### config.mk
export PLATFORM = sky130hd
export DESIGN_NAME = dac_input_control
export DESIGN_NICKNAME = d
export VERILOG_FILES = /design/src/design/dac_ctl_pkg.sv /design/src/design/two_entry_buffer.sv /design/src/design/dac_input_control.sv
export SDC_FILE = /design/constraint.sdc
export NUM_CORES = 1
export LEC_CHECK = 0
export ABC_CLOCK_PERIOD_IN_PS = 3600
export BUFFER_PORTS_ARGS = -buffer_cell sky130_fd_sc_hd__buf_4
export CAP_MARGIN = 10
export CORE_ASPECT_RATIO = 0.6
export CORE_MARGIN = 3
export CORE_UTILIZATION = 45
export CTS_CLUSTER_SIZE = 10
export DETAILED_ROUTE_END_ITERATION = 8
export PLACE_DENSITY = 0.7
export SYNTH_ARGS = -nofsm -noshare
export SYNTH_HDL_FRONTEND = slang
export SYNTH_SLANG_ARGS = --single-unit
export TNS_END_PERCENT = 10
### constraint.sdc
create_clock -name core_clk -period 3.6 [get_ports core_clk]
set_clock_uncertainty 0.05 [all_clocks]
set_input_delay 0.72 -clock core_clk [delete_from_list [all_inputs] [get_ports core_clk]]
set_output_delay 0.72 -clock core_clk [all_outputs]
set_load 0.005 [all_outputs]
### src/design/dac_ctl_pkg.sv
package dac_ctl_pkg;

    localparam int          DATA_W       = 16;
    localparam int          AXI_AW       = 4;
    // register byte addresses
    localparam logic [3:0]  CTRL_ADDR    = 4'h0;
    localparam logic [3:0]  STATUS_ADDR  = 4'h4;
    localparam logic [31:0] CTRL_RESET   = 32'h0000_0000;
    localparam logic [1:0]  RESP_OKAY    = 2'b00;
    localparam logic [1:0]  RESP_SLVERR  = 2'b10;
    localparam logic [15:0] MIDSCALE     = 16'h8000;
    localparam int          CTRL_BITS    = 6;
    localparam int          STATUS_BITS  = 6;
    localparam int          RATE_DIV_DEF = 2;

    // control register fields, bit 5 downward
    typedef struct packed {
        logic fourPinSerial;   // bit 5
        logic externalClock;   // bit 4
        logic reverseB;        // bit 3
        logic interleaved;     // bit 2
        logic flagEnable;      // bit 1
        logic syncStrobeSel;   // bit 0
    } ctrl_s;

    // status register fields, bit 5 downward
    typedef struct packed {
        logic outputPending;   // bit 5
        logic channelPhaseB;   // bit 4
        logic serialEnabled;   // bit 3
        logic sleeping;        // bit 2
        logic transmitOn;      // bit 1
        logic pllLocked;       // bit 0
    } status_s;

    typedef struct packed {
        logic              channelFlag;
        logic [DATA_W-1:0] channelAData;
        logic [DATA_W-1:0] channelBData;
    } in_word_s;

endpackage

### src/design/two_entry_buffer.sv
`timescale 1ns/1ps
module two_entry_buffer #(
    parameter int WIDTH = 33
) (
    // clock and reset
    input  wire logic             core_clk,
    input  wire logic             rst,
    // filling side
    input  wire logic             inValid,
    output logic                  inReady,
    input  wire logic [WIDTH-1:0] inData,
    // draining side
    output logic                  outValid,
    input  wire logic             outReady,
    output logic      [WIDTH-1:0] outData
);
    logic [WIDTH-1:0] slot_reg [2];
    logic             wrPtr_reg;
    logic             rdPtr_reg;
    logic [1:0]       count_reg;
    logic [1:0]       count_next;
    wire              push = inValid && inReady;
    wire              pop  = outValid && outReady;

    initial begin
        if (WIDTH < 1) begin
            $error("two_entry_buffer: WIDTH must be positive");
        end
    end

    assign inReady    = (count_reg != 2'h2);
    assign outValid   = (count_reg != 2'h0);
    assign outData    = slot_reg[rdPtr_reg];
    assign count_next = count_reg + {1'b0, push} - {1'b0, pop};

    always_ff @(posedge core_clk or posedge rst) begin
        if (rst) begin
            wrPtr_reg <= 1'b0;
            rdPtr_reg <= 1'b0;
            count_reg <= 2'h0;
        end else begin
            wrPtr_reg <= wrPtr_reg ^ push;
            rdPtr_reg <= rdPtr_reg ^ pop;
            count_reg <= count_next;
        end
    end

    always_ff @(posedge core_clk) begin
        if (push) begin
            slot_reg[wrPtr_reg] <= inData;
        end
    end
endmodule

### src/design/dac_input_control.sv
// Summary of operation
// - sync select 0: strobe high clears NCO phase
// - sync select 1 with external clock: strobe edge aligns divider, clears NCO
// - PLL mode: lock output follows PLL lock
// - external clock mode: lock pin shows input-rate clock
// - flag enable 1: channel flag identifies words
// - flagged-high words go to channel B
// - chip reset low holds all logic reset
// - three-pin mode: data pin is bidirectional
// - four-pin mode: data pin input only
// - read pin idle three-pin, drives four-pin
// - serial enable active low, input only
// - sleep high powers down asynchronously
// - transmit gate rise resynchronises A/B alignment
// - after gate rise: A first, then alternate
// - transmit gate low forces midscale outputs
// - B-bus reverse setting reverses B bits when not interleaved
`timescale 1ns/1ps
module dac_input_control
    import dac_ctl_pkg::*;
#(
    parameter int RATE_DIV = dac_ctl_pkg::RATE_DIV_DEF
) (
    // clock and reset
    input  wire logic                       core_clk,
    input  wire logic                       rst,
    input  wire logic                       chip_reset_n,
    // AXI4-Lite register port
    input  wire logic [dac_ctl_pkg::AXI_AW-1:0] s_axi_awaddr,
    input  wire logic                       s_axi_awvalid,
    output logic                            s_axi_awready,
    input  wire logic [31:0]                s_axi_wdata,
    input  wire logic [3:0]                 s_axi_wstrb,
    input  wire logic                       s_axi_wvalid,
    output logic                            s_axi_wready,
    output logic [1:0]                      s_axi_bresp,
    output logic                            s_axi_bvalid,
    input  wire logic                       s_axi_bready,
    input  wire logic [dac_ctl_pkg::AXI_AW-1:0] s_axi_araddr,
    input  wire logic                       s_axi_arvalid,
    output logic                            s_axi_arready,
    output logic [31:0]                     s_axi_rdata,
    output logic [1:0]                      s_axi_rresp,
    output logic                            s_axi_rvalid,
    input  wire logic                       s_axi_rready,
    // input word stream
    input  wire dac_ctl_pkg::in_word_s      inWord,
    input  wire logic                       inValid,
    output logic                            inReady,
    // control pins
    input  wire logic                       phaseStrobe,
    input  wire logic                       transmit_gate,
    input  wire logic                       sleepPin,
    input  wire logic                       serial_enable_n,
    input  wire logic                       pllLockedRaw,
    output logic                            pll_lock_out,
    output logic                            powerDown,
    // core datapath side
    output logic                            ncoPhaseClear,
    output logic [15:0]                     dacAOut,
    output logic [15:0]                     dacBOut,
    output logic                            sampleValid,
    input  wire logic                       sampleReady,
    // serial pins
    input  wire logic                       sdioIn,
    output logic                            sdioOut,
    output logic                            sdioDriveN,
    output logic                            serial_read_out,
    output logic                            sdoDriveN,
    input  wire logic                       serialReadData,
    input  wire logic                       serialReadActive,
    output logic                            serialWriteData,
    output logic                            serialFrameActive
);
    import dac_ctl_pkg::*;

    initial begin
        if (RATE_DIV < 2) begin
            $error("dac_input_control: RATE_DIV must be at least 2");
        end
    end

    // reset: async assert from either source, synchronous release
    logic [1:0] rstSync_reg;
    wire        rawReset = rst || !chip_reset_n;
    wire        coreRst  = !rstSync_reg[1];

    always_ff @(posedge core_clk or posedge rawReset) begin
        if (rawReset) begin
            rstSync_reg <= 2'b00;
        end else begin
            rstSync_reg <= {rstSync_reg[0], 1'b1};
        end
    end

    // pin synchronisers
    localparam int NSYNC = 6;
    logic [NSYNC-1:0] pinMeta_reg;
    logic [NSYNC-1:0] pinSync_reg;
    logic             strobePrev_reg;
    logic             gatePrev_reg;
    wire  [NSYNC-1:0] pinRaw = {sdioIn, pllLockedRaw, serial_enable_n, sleepPin,
                                transmit_gate, phaseStrobe};
    wire              strobeSync = pinSync_reg[0];
    wire              gateSync   = pinSync_reg[1];
    wire              sleepSync  = pinSync_reg[2];
    wire              serEnNSync = pinSync_reg[3];
    wire              lockSync   = pinSync_reg[4];
    wire              sdioSync   = pinSync_reg[5];
    wire              strobeRise = strobeSync && !strobePrev_reg;
    wire              gateRise   = gateSync && !gatePrev_reg;

    always_ff @(posedge core_clk or posedge coreRst) begin
        if (coreRst) begin
            pinMeta_reg    <= '0;
            pinSync_reg    <= '0;
            strobePrev_reg <= 1'b0;
            gatePrev_reg   <= 1'b0;
        end else begin
            pinMeta_reg    <= pinRaw;
            pinSync_reg    <= pinMeta_reg;
            strobePrev_reg <= strobeSync;
            gatePrev_reg   <= gateSync;
        end
    end

    assign powerDown = sleepPin;

    // register slave
    ctrl_s  ctrl_reg;
    logic   awHeld_reg;
    logic   wHeld_reg;
    logic [AXI_AW-1:0] awAddr_reg;
    logic [31:0]       wData_reg;
    logic [3:0]        wStrb_reg;
    logic   bValid_reg;
    logic [1:0] bResp_reg;
    logic   rValid_reg;
    logic [1:0] rResp_reg;
    logic [31:0] rData_reg;
    status_s statusWord;

    wire awTake   = s_axi_awvalid && s_axi_awready;
    wire wTake    = s_axi_wvalid && s_axi_wready;
    wire haveAw   = awHeld_reg || awTake;
    wire haveW    = wHeld_reg || wTake;
    wire [AXI_AW-1:0] wrAddr = awHeld_reg ? awAddr_reg : s_axi_awaddr;
    wire [31:0]       wrData = wHeld_reg ? wData_reg : s_axi_wdata;
    wire [3:0]        wrStrb = wHeld_reg ? wStrb_reg : s_axi_wstrb;
    wire doWrite  = haveAw && haveW && !bValid_reg;
    wire wrCtrl   = doWrite && (wrAddr == CTRL_ADDR);
    wire wrKnown  = wrCtrl || (wrAddr == STATUS_ADDR);
    wire arTake   = s_axi_arvalid && s_axi_arready;
    wire [31:0] rdWord = (s_axi_araddr == CTRL_ADDR)   ? {{(32-CTRL_BITS){1'b0}}, ctrl_reg} :
                         (s_axi_araddr == STATUS_ADDR) ? {{(32-STATUS_BITS){1'b0}}, statusWord} :
                         32'h0000_0000;
    wire rdKnown  = (s_axi_araddr == CTRL_ADDR) || (s_axi_araddr == STATUS_ADDR);

    assign s_axi_awready = !awHeld_reg && !bValid_reg;
    assign s_axi_wready  = !wHeld_reg && !bValid_reg;
    assign s_axi_bvalid  = bValid_reg;
    assign s_axi_bresp   = bResp_reg;
    assign s_axi_arready = !rValid_reg;
    assign s_axi_rvalid  = rValid_reg;
    assign s_axi_rresp   = rResp_reg;
    assign s_axi_rdata   = rData_reg;

    always_ff @(posedge core_clk or posedge coreRst) begin
        if (coreRst) begin
            awHeld_reg <= 1'b0;
            wHeld_reg  <= 1'b0;
            awAddr_reg <= '0;
            wData_reg  <= 32'h0000_0000;
            wStrb_reg  <= 4'h0;
            bValid_reg <= 1'b0;
            bResp_reg  <= RESP_OKAY;
        end else begin
            if (awTake) begin
                awAddr_reg <= s_axi_awaddr;
            end
            if (wTake) begin
                wData_reg <= s_axi_wdata;
                wStrb_reg <= s_axi_wstrb;
            end
            awHeld_reg <= haveAw && !doWrite;
            wHeld_reg  <= haveW && !doWrite;
            if (doWrite) begin
                bValid_reg <= 1'b1;
                bResp_reg  <= wrKnown ? RESP_OKAY : RESP_SLVERR;
            end else if (s_axi_bready) begin
                bValid_reg <= 1'b0;
            end
        end
    end

    always_ff @(posedge core_clk or posedge coreRst) begin
        if (coreRst) begin
            ctrl_reg <= ctrl_s'(CTRL_RESET[CTRL_BITS-1:0]);
        end else if (wrCtrl && wrStrb[0]) begin
            ctrl_reg <= ctrl_s'(wrData[CTRL_BITS-1:0]);
        end
    end

    always_ff @(posedge core_clk or posedge coreRst) begin
        if (coreRst) begin
            rValid_reg <= 1'b0;
            rResp_reg  <= RESP_OKAY;
            rData_reg  <= 32'h0000_0000;
        end else if (arTake) begin
            rValid_reg <= 1'b1;
            rResp_reg  <= rdKnown ? RESP_OKAY : RESP_SLVERR;
            rData_reg  <= rdWord;
        end else if (s_axi_rready) begin
            rValid_reg <= 1'b0;
        end
    end

    // NCO clear and divided-clock alignment
    localparam int RCW = $clog2(RATE_DIV);
    logic [RCW-1:0] rateCnt_reg;
    logic           rateClk_reg;
    wire            rateLast  = (rateCnt_reg == RCW'(RATE_DIV - 1));
    wire            alignRate = ctrl_reg.syncStrobeSel && ctrl_reg.externalClock && strobeRise;

    always_ff @(posedge core_clk or posedge coreRst) begin
        if (coreRst) begin
            rateCnt_reg   <= '0;
            rateClk_reg   <= 1'b0;
            ncoPhaseClear <= 1'b0;
            pll_lock_out  <= 1'b0;
        end else begin
            ncoPhaseClear <= strobeSync;
            if (alignRate) begin
                rateCnt_reg <= '0;
                rateClk_reg <= 1'b0;
            end else if (rateLast) begin
                rateCnt_reg <= '0;
                rateClk_reg <= !rateClk_reg;
            end else begin
                rateCnt_reg <= rateCnt_reg + 1'b1;
            end
            pll_lock_out <= ctrl_reg.externalClock ? rateClk_reg : lockSync;
        end
    end

    // word path: buffer, then channel steering
    in_word_s bufWord;
    logic     bufValid;
    logic     phaseB_reg;
    logic [15:0] aHold_reg;
    logic     sampleValid_reg;
    wire      drainReady = !sampleValid_reg || sampleReady;
    wire      takeWord   = bufValid && drainReady && !gateRise;
    wire [15:0] bReversed = {<<{bufWord.channelBData}};
    wire [15:0] bLane     = ctrl_reg.reverseB ? bReversed : bufWord.channelBData;
    wire      wordIsB    = ctrl_reg.flagEnable ? bufWord.channelFlag : phaseB_reg;
    wire      pairDone   = !ctrl_reg.interleaved || wordIsB;

    two_entry_buffer #(
        .WIDTH ($bits(in_word_s))
    ) u_buffer (
        .core_clk (core_clk),
        .rst      (coreRst),
        .inValid  (inValid),
        .inReady  (inReady),
        .inData   (inWord),
        .outValid (bufValid),
        .outReady (takeWord),
        .outData  (bufWord)
    );

    always_ff @(posedge core_clk or posedge coreRst) begin
        if (coreRst) begin
            phaseB_reg      <= 1'b0;
            aHold_reg       <= MIDSCALE;
            sampleValid_reg <= 1'b0;
            dacAOut         <= MIDSCALE;
            dacBOut         <= MIDSCALE;
        end else begin
            if (gateRise) begin
                phaseB_reg <= 1'b0;
            end else if (takeWord && ctrl_reg.interleaved) begin
                phaseB_reg <= !wordIsB;
            end
            if (takeWord && ctrl_reg.interleaved && !wordIsB) begin
                aHold_reg <= bufWord.channelAData;
            end
            if (takeWord && pairDone) begin
                sampleValid_reg <= 1'b1;
                dacAOut <= ctrl_reg.interleaved ? aHold_reg : bufWord.channelAData;
                dacBOut <= ctrl_reg.interleaved ? bufWord.channelAData : bLane;
            end else if (sampleReady) begin
                sampleValid_reg <= 1'b0;
            end
            if (!gateSync) begin
                dacAOut <= MIDSCALE;
                dacBOut <= MIDSCALE;
            end
        end
    end

    assign sampleValid = sampleValid_reg;

    // serial pin direction
    always_ff @(posedge core_clk or posedge coreRst) begin
        if (coreRst) begin
            sdioOut           <= 1'b0;
            sdioDriveN        <= 1'b1;
            serial_read_out   <= 1'b0;
            sdoDriveN         <= 1'b1;
            serialWriteData   <= 1'b0;
            serialFrameActive <= 1'b0;
        end else begin
            serialFrameActive <= !serEnNSync;
            serialWriteData   <= sdioSync;
            sdioOut           <= serialReadData;
            sdioDriveN        <= ctrl_reg.fourPinSerial || !serialReadActive;
            serial_read_out   <= serialReadData;
            sdoDriveN         <= !ctrl_reg.fourPinSerial;
        end
    end

    assign statusWord = '{outputPending: sampleValid_reg, channelPhaseB: phaseB_reg,
                          serialEnabled: !serEnNSync, sleeping: sleepSync,
                          transmitOn: gateSync, pllLocked: lockSync};
endmodule

# After elaboration in Yosys (flattened, before gate mapping)
# Memory sizes are Yosys's and may differ from the RTL's.
# Index checks and enable logic that the tools add are counted.
dict set report word_totals {
  register_bits 135
  ram_bits 66
  elab_cells 131
  mem_count 1
}
# name words word_bits read_ports rd_clocked_by_memory_dff write_ports line
set memory_table {}
lappend memory_table {u_buffer.slot_reg 2 33 1 0 1 two_entry_buffer.sv:17} ;# logic [WIDTH-1:0] slot_reg [2];
dict set report classes {
  addsub 3
  eq_ne 4
  mux 30
  bitwise 2
  reduce_logical 54
}
# op n
set ops {}
lappend ops {{16-bit 2-to-1 mux} 7}
lappend ops {{1-bit logical AND} 22}
lappend ops {{6-bit 2-to-1 mux} 3}
lappend ops {{1-bit 2-to-1 mux} 17}
lappend ops {{1-bit logical NOT} 16}
lappend ops {{2-bit nonzero test} 6}
lappend ops {{4-bit by 3-bit == test with 1-bit output (second input constant)} 2}
lappend ops {{4-bit logical NOT} 2}
lappend ops {{1-bit logical OR} 8}
lappend ops {{2-bit 2-to-1 mux} 2}
lappend ops {{4-bit 2-to-1 mux} 1}
lappend ops {{2-bit by 1-bit adder with 2-bit output} 1}
lappend ops {{2-bit by 1-bit inequality test with 1-bit output (second input constant)} 1}
lappend ops {{2-bit inequality test (second input constant)} 1}
lappend ops {{2-bit by 1-bit subtractor with 2-bit output} 1}
lappend ops {{1-bit bitwise XOR} 2}
lappend ops {{1-bit adder (second input constant)} 1}

# Longest topological paths before layout
# Gate-level depths: netlist of run 1.
dict set report depth {
  word_depth 9
  mapped_depth 10
  ltp_nobuf 8
}

# By module
# From an unflattened synthesis of run 1, not the netlist that was laid out.
dict set report hier_totals {
  cells_unflattened 524
  area_unflattened_um2 7363.3
}
# mod n_inst cells_per_inst area_per_inst_um2 seq_area_each_um2
set modules_own_cells {}
lappend modules_own_cells {dac_input_control 1 397 4738.3 2583.7}
lappend modules_own_cells {two_entry_buffer 1 127 2625.0 2082.0}

# Worst setup path before layout of run 1
# OpenSTA, ideal clock, no wires.
dict set report synth_path {
  path_kind {in2reg}
  startpoint {input port sampleReady}
  endpoint {register u_buffer.count_reg[1]}
  setup_time_ns 0.125
  arrival_ns 2.091
  path_slack_ns 1.334
  stages 9
  cell_sequence {nand2b_1 o211ai_4 inv_2 clkbuf_1 ha_1 inv_1 ha_1 xnor2_1 xnor2_1}
}
dict set report synth_between {
  elab_chain_cells 5
}
# item line
set synth_rtl {}
lappend synth_rtl {{start, declared} dac_input_control.sv:63} ;# input wire logic sampleReady,
lappend synth_rtl {{1-bit logical OR} dac_input_control.sv:252} ;# wire drainReady = !sampleValid_reg || sampleReady;
lappend synth_rtl {{1-bit logical AND (2 in a row)} dac_input_control.sv:253} ;# wire takeWord = bufValid && drainReady && !gateRise;
lappend synth_rtl {{1-bit logical AND} two_entry_buffer.sv:23} ;# wire pop = outValid && outReady;
lappend synth_rtl {{2-bit by 1-bit subtractor with 2-bit output} two_entry_buffer.sv:34} ;# assign count_next = count_reg + {1'b0, push} - {1'b0, pop};
lappend synth_rtl {{named net u_buffer.count_next[1]} two_entry_buffer.sv:21} ;# logic [1:0] count_next;
lappend synth_rtl {{end signal, assigned} two_entry_buffer.sv:44} ;# count_reg <= count_next;
lappend synth_rtl {{end, declared} two_entry_buffer.sv:20} ;# logic [1:0] count_reg;
# The timed path passes the listed nets, and every way through them passes these cells.
# A chain may end at the register's enable or synchronous reset.

# Final worst setup path of run 1
dict set report layout_path {
  startpoint {register sampleValid_reg (netlist: sampleValid)}
  endpoint {register aHold_reg[13]}
}
dict set report layout_between {
  elab_chain_cells 6
}
# item line
set layout_rtl {}
lappend layout_rtl {{start, declared} dac_input_control.sv:251} ;# logic sampleValid_reg;
lappend layout_rtl {{start signal, assigned} dac_input_control.sv:276} ;# sampleValid_reg <= 1'b0;
lappend layout_rtl {{start signal, assigned} dac_input_control.sv:289} ;# sampleValid_reg <= 1'b1;
lappend layout_rtl {{start signal, assigned} dac_input_control.sv:293} ;# sampleValid_reg <= 1'b0;
lappend layout_rtl {{1-bit logical NOT} dac_input_control.sv:252}
lappend layout_rtl {{1-bit logical OR} dac_input_control.sv:252}
lappend layout_rtl {{1-bit logical AND (2 in a row)} dac_input_control.sv:253}
lappend layout_rtl {{1-bit logical AND (2 in a row)} dac_input_control.sv:285} ;# if (takeWord && ctrl_reg.interleaved && !wordIsB) begin
lappend layout_rtl {{end signal, assigned} dac_input_control.sv:286} ;# aHold_reg <= bufWord.channelAData;
lappend layout_rtl {{end, declared} dac_input_control.sv:250} ;# logic [15:0] aHold_reg;
# No other way between the ends.

==> results of run 1 <==
[worst max path at each step]
| stage | from | to | slack (ns) | depth (start not counted) |
|---|---|---|---|---|
| after global placement | sampleReady | aHold_reg[11] | 0.87 | 6 |
| after floorplan | rstSync_reg[1] | aHold_reg[0] | 0.36 | 0 |
| after detailed placement | sampleReady | aHold_reg[13] | 0.82 | 6 |
| final | sampleValid | aHold_reg[13] | 1.25 | 5 |
| after global routing | sampleValid | aHold_reg[11] | 1.11 | 5 |
| after CTS | sampleValid | aHold_reg[13] | 1.25 | 5 |
[worst max-delay path: stages (launching register included)]
cell and delay, ns:
dfrtp_1 0.41, nand2b_1 0.15, o211ai_4 0.14, inv_2 0.36, o2111ai_2 0.61, mux2_2 0.49
[layer usage]
metal,up-vias,track usage,wire length [µm]
li1,2050,-,-
met1,2237,0.2750,7434
met2,155,0.2611,6982
met3,10,0.03743,984
met4,0,0.04420,122
met5,-,0,0
[where the power goes]
group	internal [mW]	switching [mW]	total (mW)
clock	0.923	0.826	1.75
combinational	1.14	1.12	2.25
sequential	2.68	0.379	3.06
[kinds of logic (layout without fill, tap and decap cells)]
family                   Yosys count  count (layout)  share of synthesized area
AO/OA/AOI/OAI                     60              60                    0.06075
XOR/XNOR                           4               4                   0.004751
adder cells (fa/ha/maj)            4               4                   0.006788
buffers and inverters             78             182                    0.05939
flip-flops                       173             173                     0.6328
multiplexers                     115             115                     0.1777
other                              2              29                   0.001019
AND/OR/NAND/NOR                   81              81                    0.05685
[layout by cell type, fill, tap and decap left out, types with 5 or more instances in the layout]
cell type  instances
buf_4            129
clkbuf_16         17
conb_1            29
dfrtp_1          100
dfstp_2            5
edfxtp_1          66
inv_1             20
inv_8              5
mux2_2            67
mux2i_1           42
mux4_2             6
nand2_1           34
nand3_1            5
nand4_1           16
nor2_1             9
o211a_1            6
o21ai_0           28
o221ai_1           6
o31ai_1            6
[layout make-up]
cell class	instances	area (µm²)
Clock buffer	17	425.4
Clock inverter	15	151.4
Fill cell	1264	6758
Inverter	21	78.83
Multi-Input combinational cell	293	2371
Sequential cell	173	4671
Tap cell	203	254.0
Timing Repair Buffer	129	968.4
[metrics by stage]
stage / cell area [µm²] / power (mW) / util / hold WS [ns]
floorplan: 7475 / 4.534 / - / 0.2812
global placement: 8343 / 5.257 / 0.5322 / 0.2860
detailed placement: 8343 / 5.364 / 0.5322 / 0.2847
CTS: 8920 / 7.133 / 0.5690 / 0.1443
global route: 8920 / 7.498 / 0.5690 / 0.1555
finish: 8920 / 7.067 / 0.5690 / 0.1505
==> run metrics, run 1 <==
average routed wire per standard cell 18.24 µm; dominant synthesized flop cell dfrtp_1; R2R setup slack 1.25 ns; post-synth top area share 0.3462; leakage dissipation 3.909 nW; total wire length 15,520 µm; Post-synth top cells dfrtp_1 (102), mux2_2 (67), edfxtp_1 (66); Final WS setup 1.253 ns; register area share after synthesis 0.6328; CP Class reg -> reg; worst path required time 3.84 ns; leading area contributor after synthesis dfrtp_1; Worst R2R End aHold_reg[13]; HP Class in -> async; Netlist Area Pre-Place 7373 µm²; first-pass GRT wire length 24,710 µm; Peak VDD IR 0.3619 mV; Core Region 15,680 µm²; std cell rows 35; CP arrival 2.59 ns; Pwr Density 792.2 nW/µm²; Tot GR Track Use 0.1793; layout cell share with drive strength beyond 1 0.3858; # resized after CTS 0; max-slew violation count 0; Setup WS pre-CTS 0.8173 ns; DRC 0; total setup buffers inserted after CTS 0; pin count of the biggest net entering global routing 54; fmax 426.0 MHz; H-tree depth 4; post-synthesis cell type count 46; hpwl dp 10,850 µm; Avg Synthesized Cell Area 14.26 µm²; Finished Layout Cells 851; TNS Setup 0 ns; width of the die 171.3 µm; FF-to-FF path depth 5; 1st-iter DRT viols 321; status completed; Post-Synthesis Cells 517; die height 105.2 µm; IO Pins 179; Remaining Overflow, GRT 0; Synth Register Bits 173; cts hold-fix bufs 0; slew margin rel. 0.3394; final setup vio count 0; Clock Tree Buf Depth 2; CP endpoint kind register; Period minus WS final 2.347 ns; DIE AREA 18,010 µm²; # nets final 734; period utilization 0.6520; DP Cell Count 819; Final ANT Viol Nets 0; number of synthesis warnings 0; Starting Density 0.4703; count leader, synth dfrtp_1; max reg flops 66; Crit Reg-Reg Startpoint sampleValid; Sink Count 173; Skew-Pair Late Insertion Delay 0.41 ns; CTS buffer count 17; initial antenna violation count 0; Synth async-reset ratio 0.6185; Final Hold Viols 0; Synth-to-Final Area Change 20.97%; number of antenna diodes 0; RSZ-0062 raised after global routing false; Area contributors post-synth dfrtp_1 (35%), edfxtp_1 (27%), mux2_2 (10%); Slew @ Worst Pin 0.9909 ns; CTS tree yes; startpoint class of the critical path register; CTS clk-pin slew, worst paths 0.07 ns; root buffer cell clkbuf_16; Final Wtd Congestion 0.7757; PortBufs 121; vias in the first global route 4,575; via/cell ratio 5.231; crit-path max FO 24; routed vias 4,452; first drt pass iteration count 4; Post-synth EDFFs 66; Max-cap violations 0
Power figures use the tool's default switching activity.
==> inputs of run 2 (changes only) <==
--- a/config.mk
+++ b/config.mk
@@ -5,7 +5,7 @@
 export SDC_FILE = /design/constraint.sdc
 export NUM_CORES = 1
 export LEC_CHECK = 0
-export ABC_CLOCK_PERIOD_IN_PS = 3600
+export ABC_CLOCK_PERIOD_IN_PS = 2300
 export BUFFER_PORTS_ARGS = -buffer_cell sky130_fd_sc_hd__buf_4
 export CAP_MARGIN = 10
 export CORE_ASPECT_RATIO = 0.6
==> constraint.sdc (replaced) <==
create_clock -name core_clk -period 2.3 [get_ports core_clk]
set_clock_uncertainty 0.05 [all_clocks]
set_input_delay 0.46 -clock core_clk [delete_from_list [all_inputs] [get_ports core_clk]]
set_output_delay 0.46 -clock core_clk [all_outputs]
set_load 0.005 [all_outputs]
==> run metrics, run 2 (synthesized netlist as in run 1, its figures left out) <==
Remaining Overflow, GRT 0; routed vias 4,582; CTS tree yes; most frequent cells in the layout buf_4 (134), dfrtp_1 (100), mux2_2 (67); status completed; Final ANT Viol Nets 0; Peak VDD IR 0.5930 mV; period utilization 0.9026; Skew-Pair Late Insertion Delay 0.43 ns; Core Region 15,680 µm²; Tot GR Track Use 0.1849; die height 105.2 µm; via/cell ratio 5.309; root buffer cell clkbuf_16; TNS Setup 0 ns; hpwl dp 11,350 µm; Hold Crit Depth 1; CP endpoint kind register; crit-path max FO 7; Final Hold Viols 0; startpoint class of the critical path register; slowest cell delay on critical path 0.58 ns; layout cell share with drive strength beyond 1 0.3924; DIE AREA 18,010 µm²; kind of cell adding the most delay to the critical path simple AND/OR/NAND/NOR gates; pin count of the biggest net entering global routing 45; Slew @ Worst Pin 0.7576 ns; CTS clk-pin slew, worst paths 0.07 ns; FILL cells 1,213; FF-to-FF path depth 4; first-pass GRT wire length 25,340 µm; CP Class reg -> reg; total wire length 16,000 µm; critical path depth 4; final setup vio count 0; # nets final 746; width of the die 171.3 µm; max-slew violation count 0; Max-cap violations 0; DP Cell Count 829; CTS buffer count 17; Synth-to-Final Area Change 23.16%; average routed wire per standard cell 18.54 µm; worst path required time 2.55 ns; RSZ-0062 raised after global routing false; vias in the first global route 4,705; HP Class in -> reg; most common cell after layout, fill and taps aside buf_4; std cell rows 35; 1st-iter DRT viols 330; DRC 0; total power 11.26 mW; max reg flops 66; Clock Tree Buf Depth 2; Starting Density 0.4703; H-tree depth 4; initial antenna violation count 0; Pwr Density 1240 nW/µm²; IO Pins 179; # resized after CTS 0; R2R setup slack 0.22 ns; slew margin rel. 0.4931; first drt pass iteration count 5; fmax 481.7 MHz; number of antenna diodes 0; Worst path slowest cell nor4_4; Finished Layout Cells 863; Sink Count 173; PortBufs 121; Final Wtd Congestion 0.7844; CP arrival 2.33 ns; leakage dissipation 3.992 nW; critical path cell sequence nor4_1, a21oi_1, nor4_4, mux2_2; Period minus WS final 2.076 ns; CP bufs+invs 0
## run 2: cell count changes in the layout (fill, tap and decap cells not counted), moves of 2 or more
cell           previous run  this run
buf_12                    0         5
buf_4                   129       134
clkinv_4                  2         4
clkinvlp_4                3         1
dlygate4sd3_1             0         2
inv_8                     5         3
## run 2: worst reg2reg max path, stage by stage (launching register included)
cell and delay, ns:
dfrtp_1 0.45, nor4_1 0.33, a21oi_1 0.15, nor4_4 0.58, mux2_2 0.40
## run 2: worst paths after layout
| check | start | endpoint |
|---|---|---|
| min | sdioIn | pinMeta_reg[5] |
| max reg2reg | awHeld_reg | ctrl_reg[3] |
| max | awHeld_reg | ctrl_reg[3] |
| min in group asynchronous | rstSync_reg[1] | dacBOut[7] |
| min reg2reg | pinSync_reg[5] | serialWriteData |
| max in group asynchronous | chip_reset_n | rstSync_reg[1] |
## run 2: where the power goes
| part | internal [mW] | switching (mW) | leakage [nW] |
|---|---|---|---|
| registers | 4.20 | 0.530 | 1.92 |
| clock network | 1.44 | 1.31 | 0.280 |
| logic | 1.91 | 1.86 | 1.79 |
| total | 7.55 | 3.71 | 3.99 |
## run 2: timing repair
action                                  CTS  global route
endpoints found under the setup margin    0             0
endpoints found under the hold margin     2             0
buffers inserted                          0             0
hold buffers                              2             0
## run 2: layout make-up
class	instances	area, µm²	area share
sequential	173	4671	0.5143
multi-input combinational	293	2371	0.2611
timing repair buffer	141	1126	0.1240
clock buffer	17	425.4	0.04684
tap	203	254.0	0.02797
clock inverter	15	155.1	0.01708
inverter	21	78.83	0.008680
## run 2: routing by layer
metal	share of wire	track usage	wire (µm)	vias up
met3	0.063	0.04839	1003	17
met5	0	0	0	-
met4	0.012	0.04420	184	0
met1	0.48	0.2770	7748	2315
met2	0.44	0.2704	7062	171
li1	-	-	-	2079
## run 2: through the flow
stage	hold slack (ns)	worst slack (ns)	util	instance area (µm²)
finish	0.08667	0.2241	0.5793	9081
global route	0.06554	0.09083	0.5793	9081
CTS	0.07070	0.2180	0.5793	9081
detailed placement	0.2862	0.1360	0.5409	8481
global placement	0.2858	0.2004	0.5409	8481
floorplan	0.2130	0.2941	-	7476
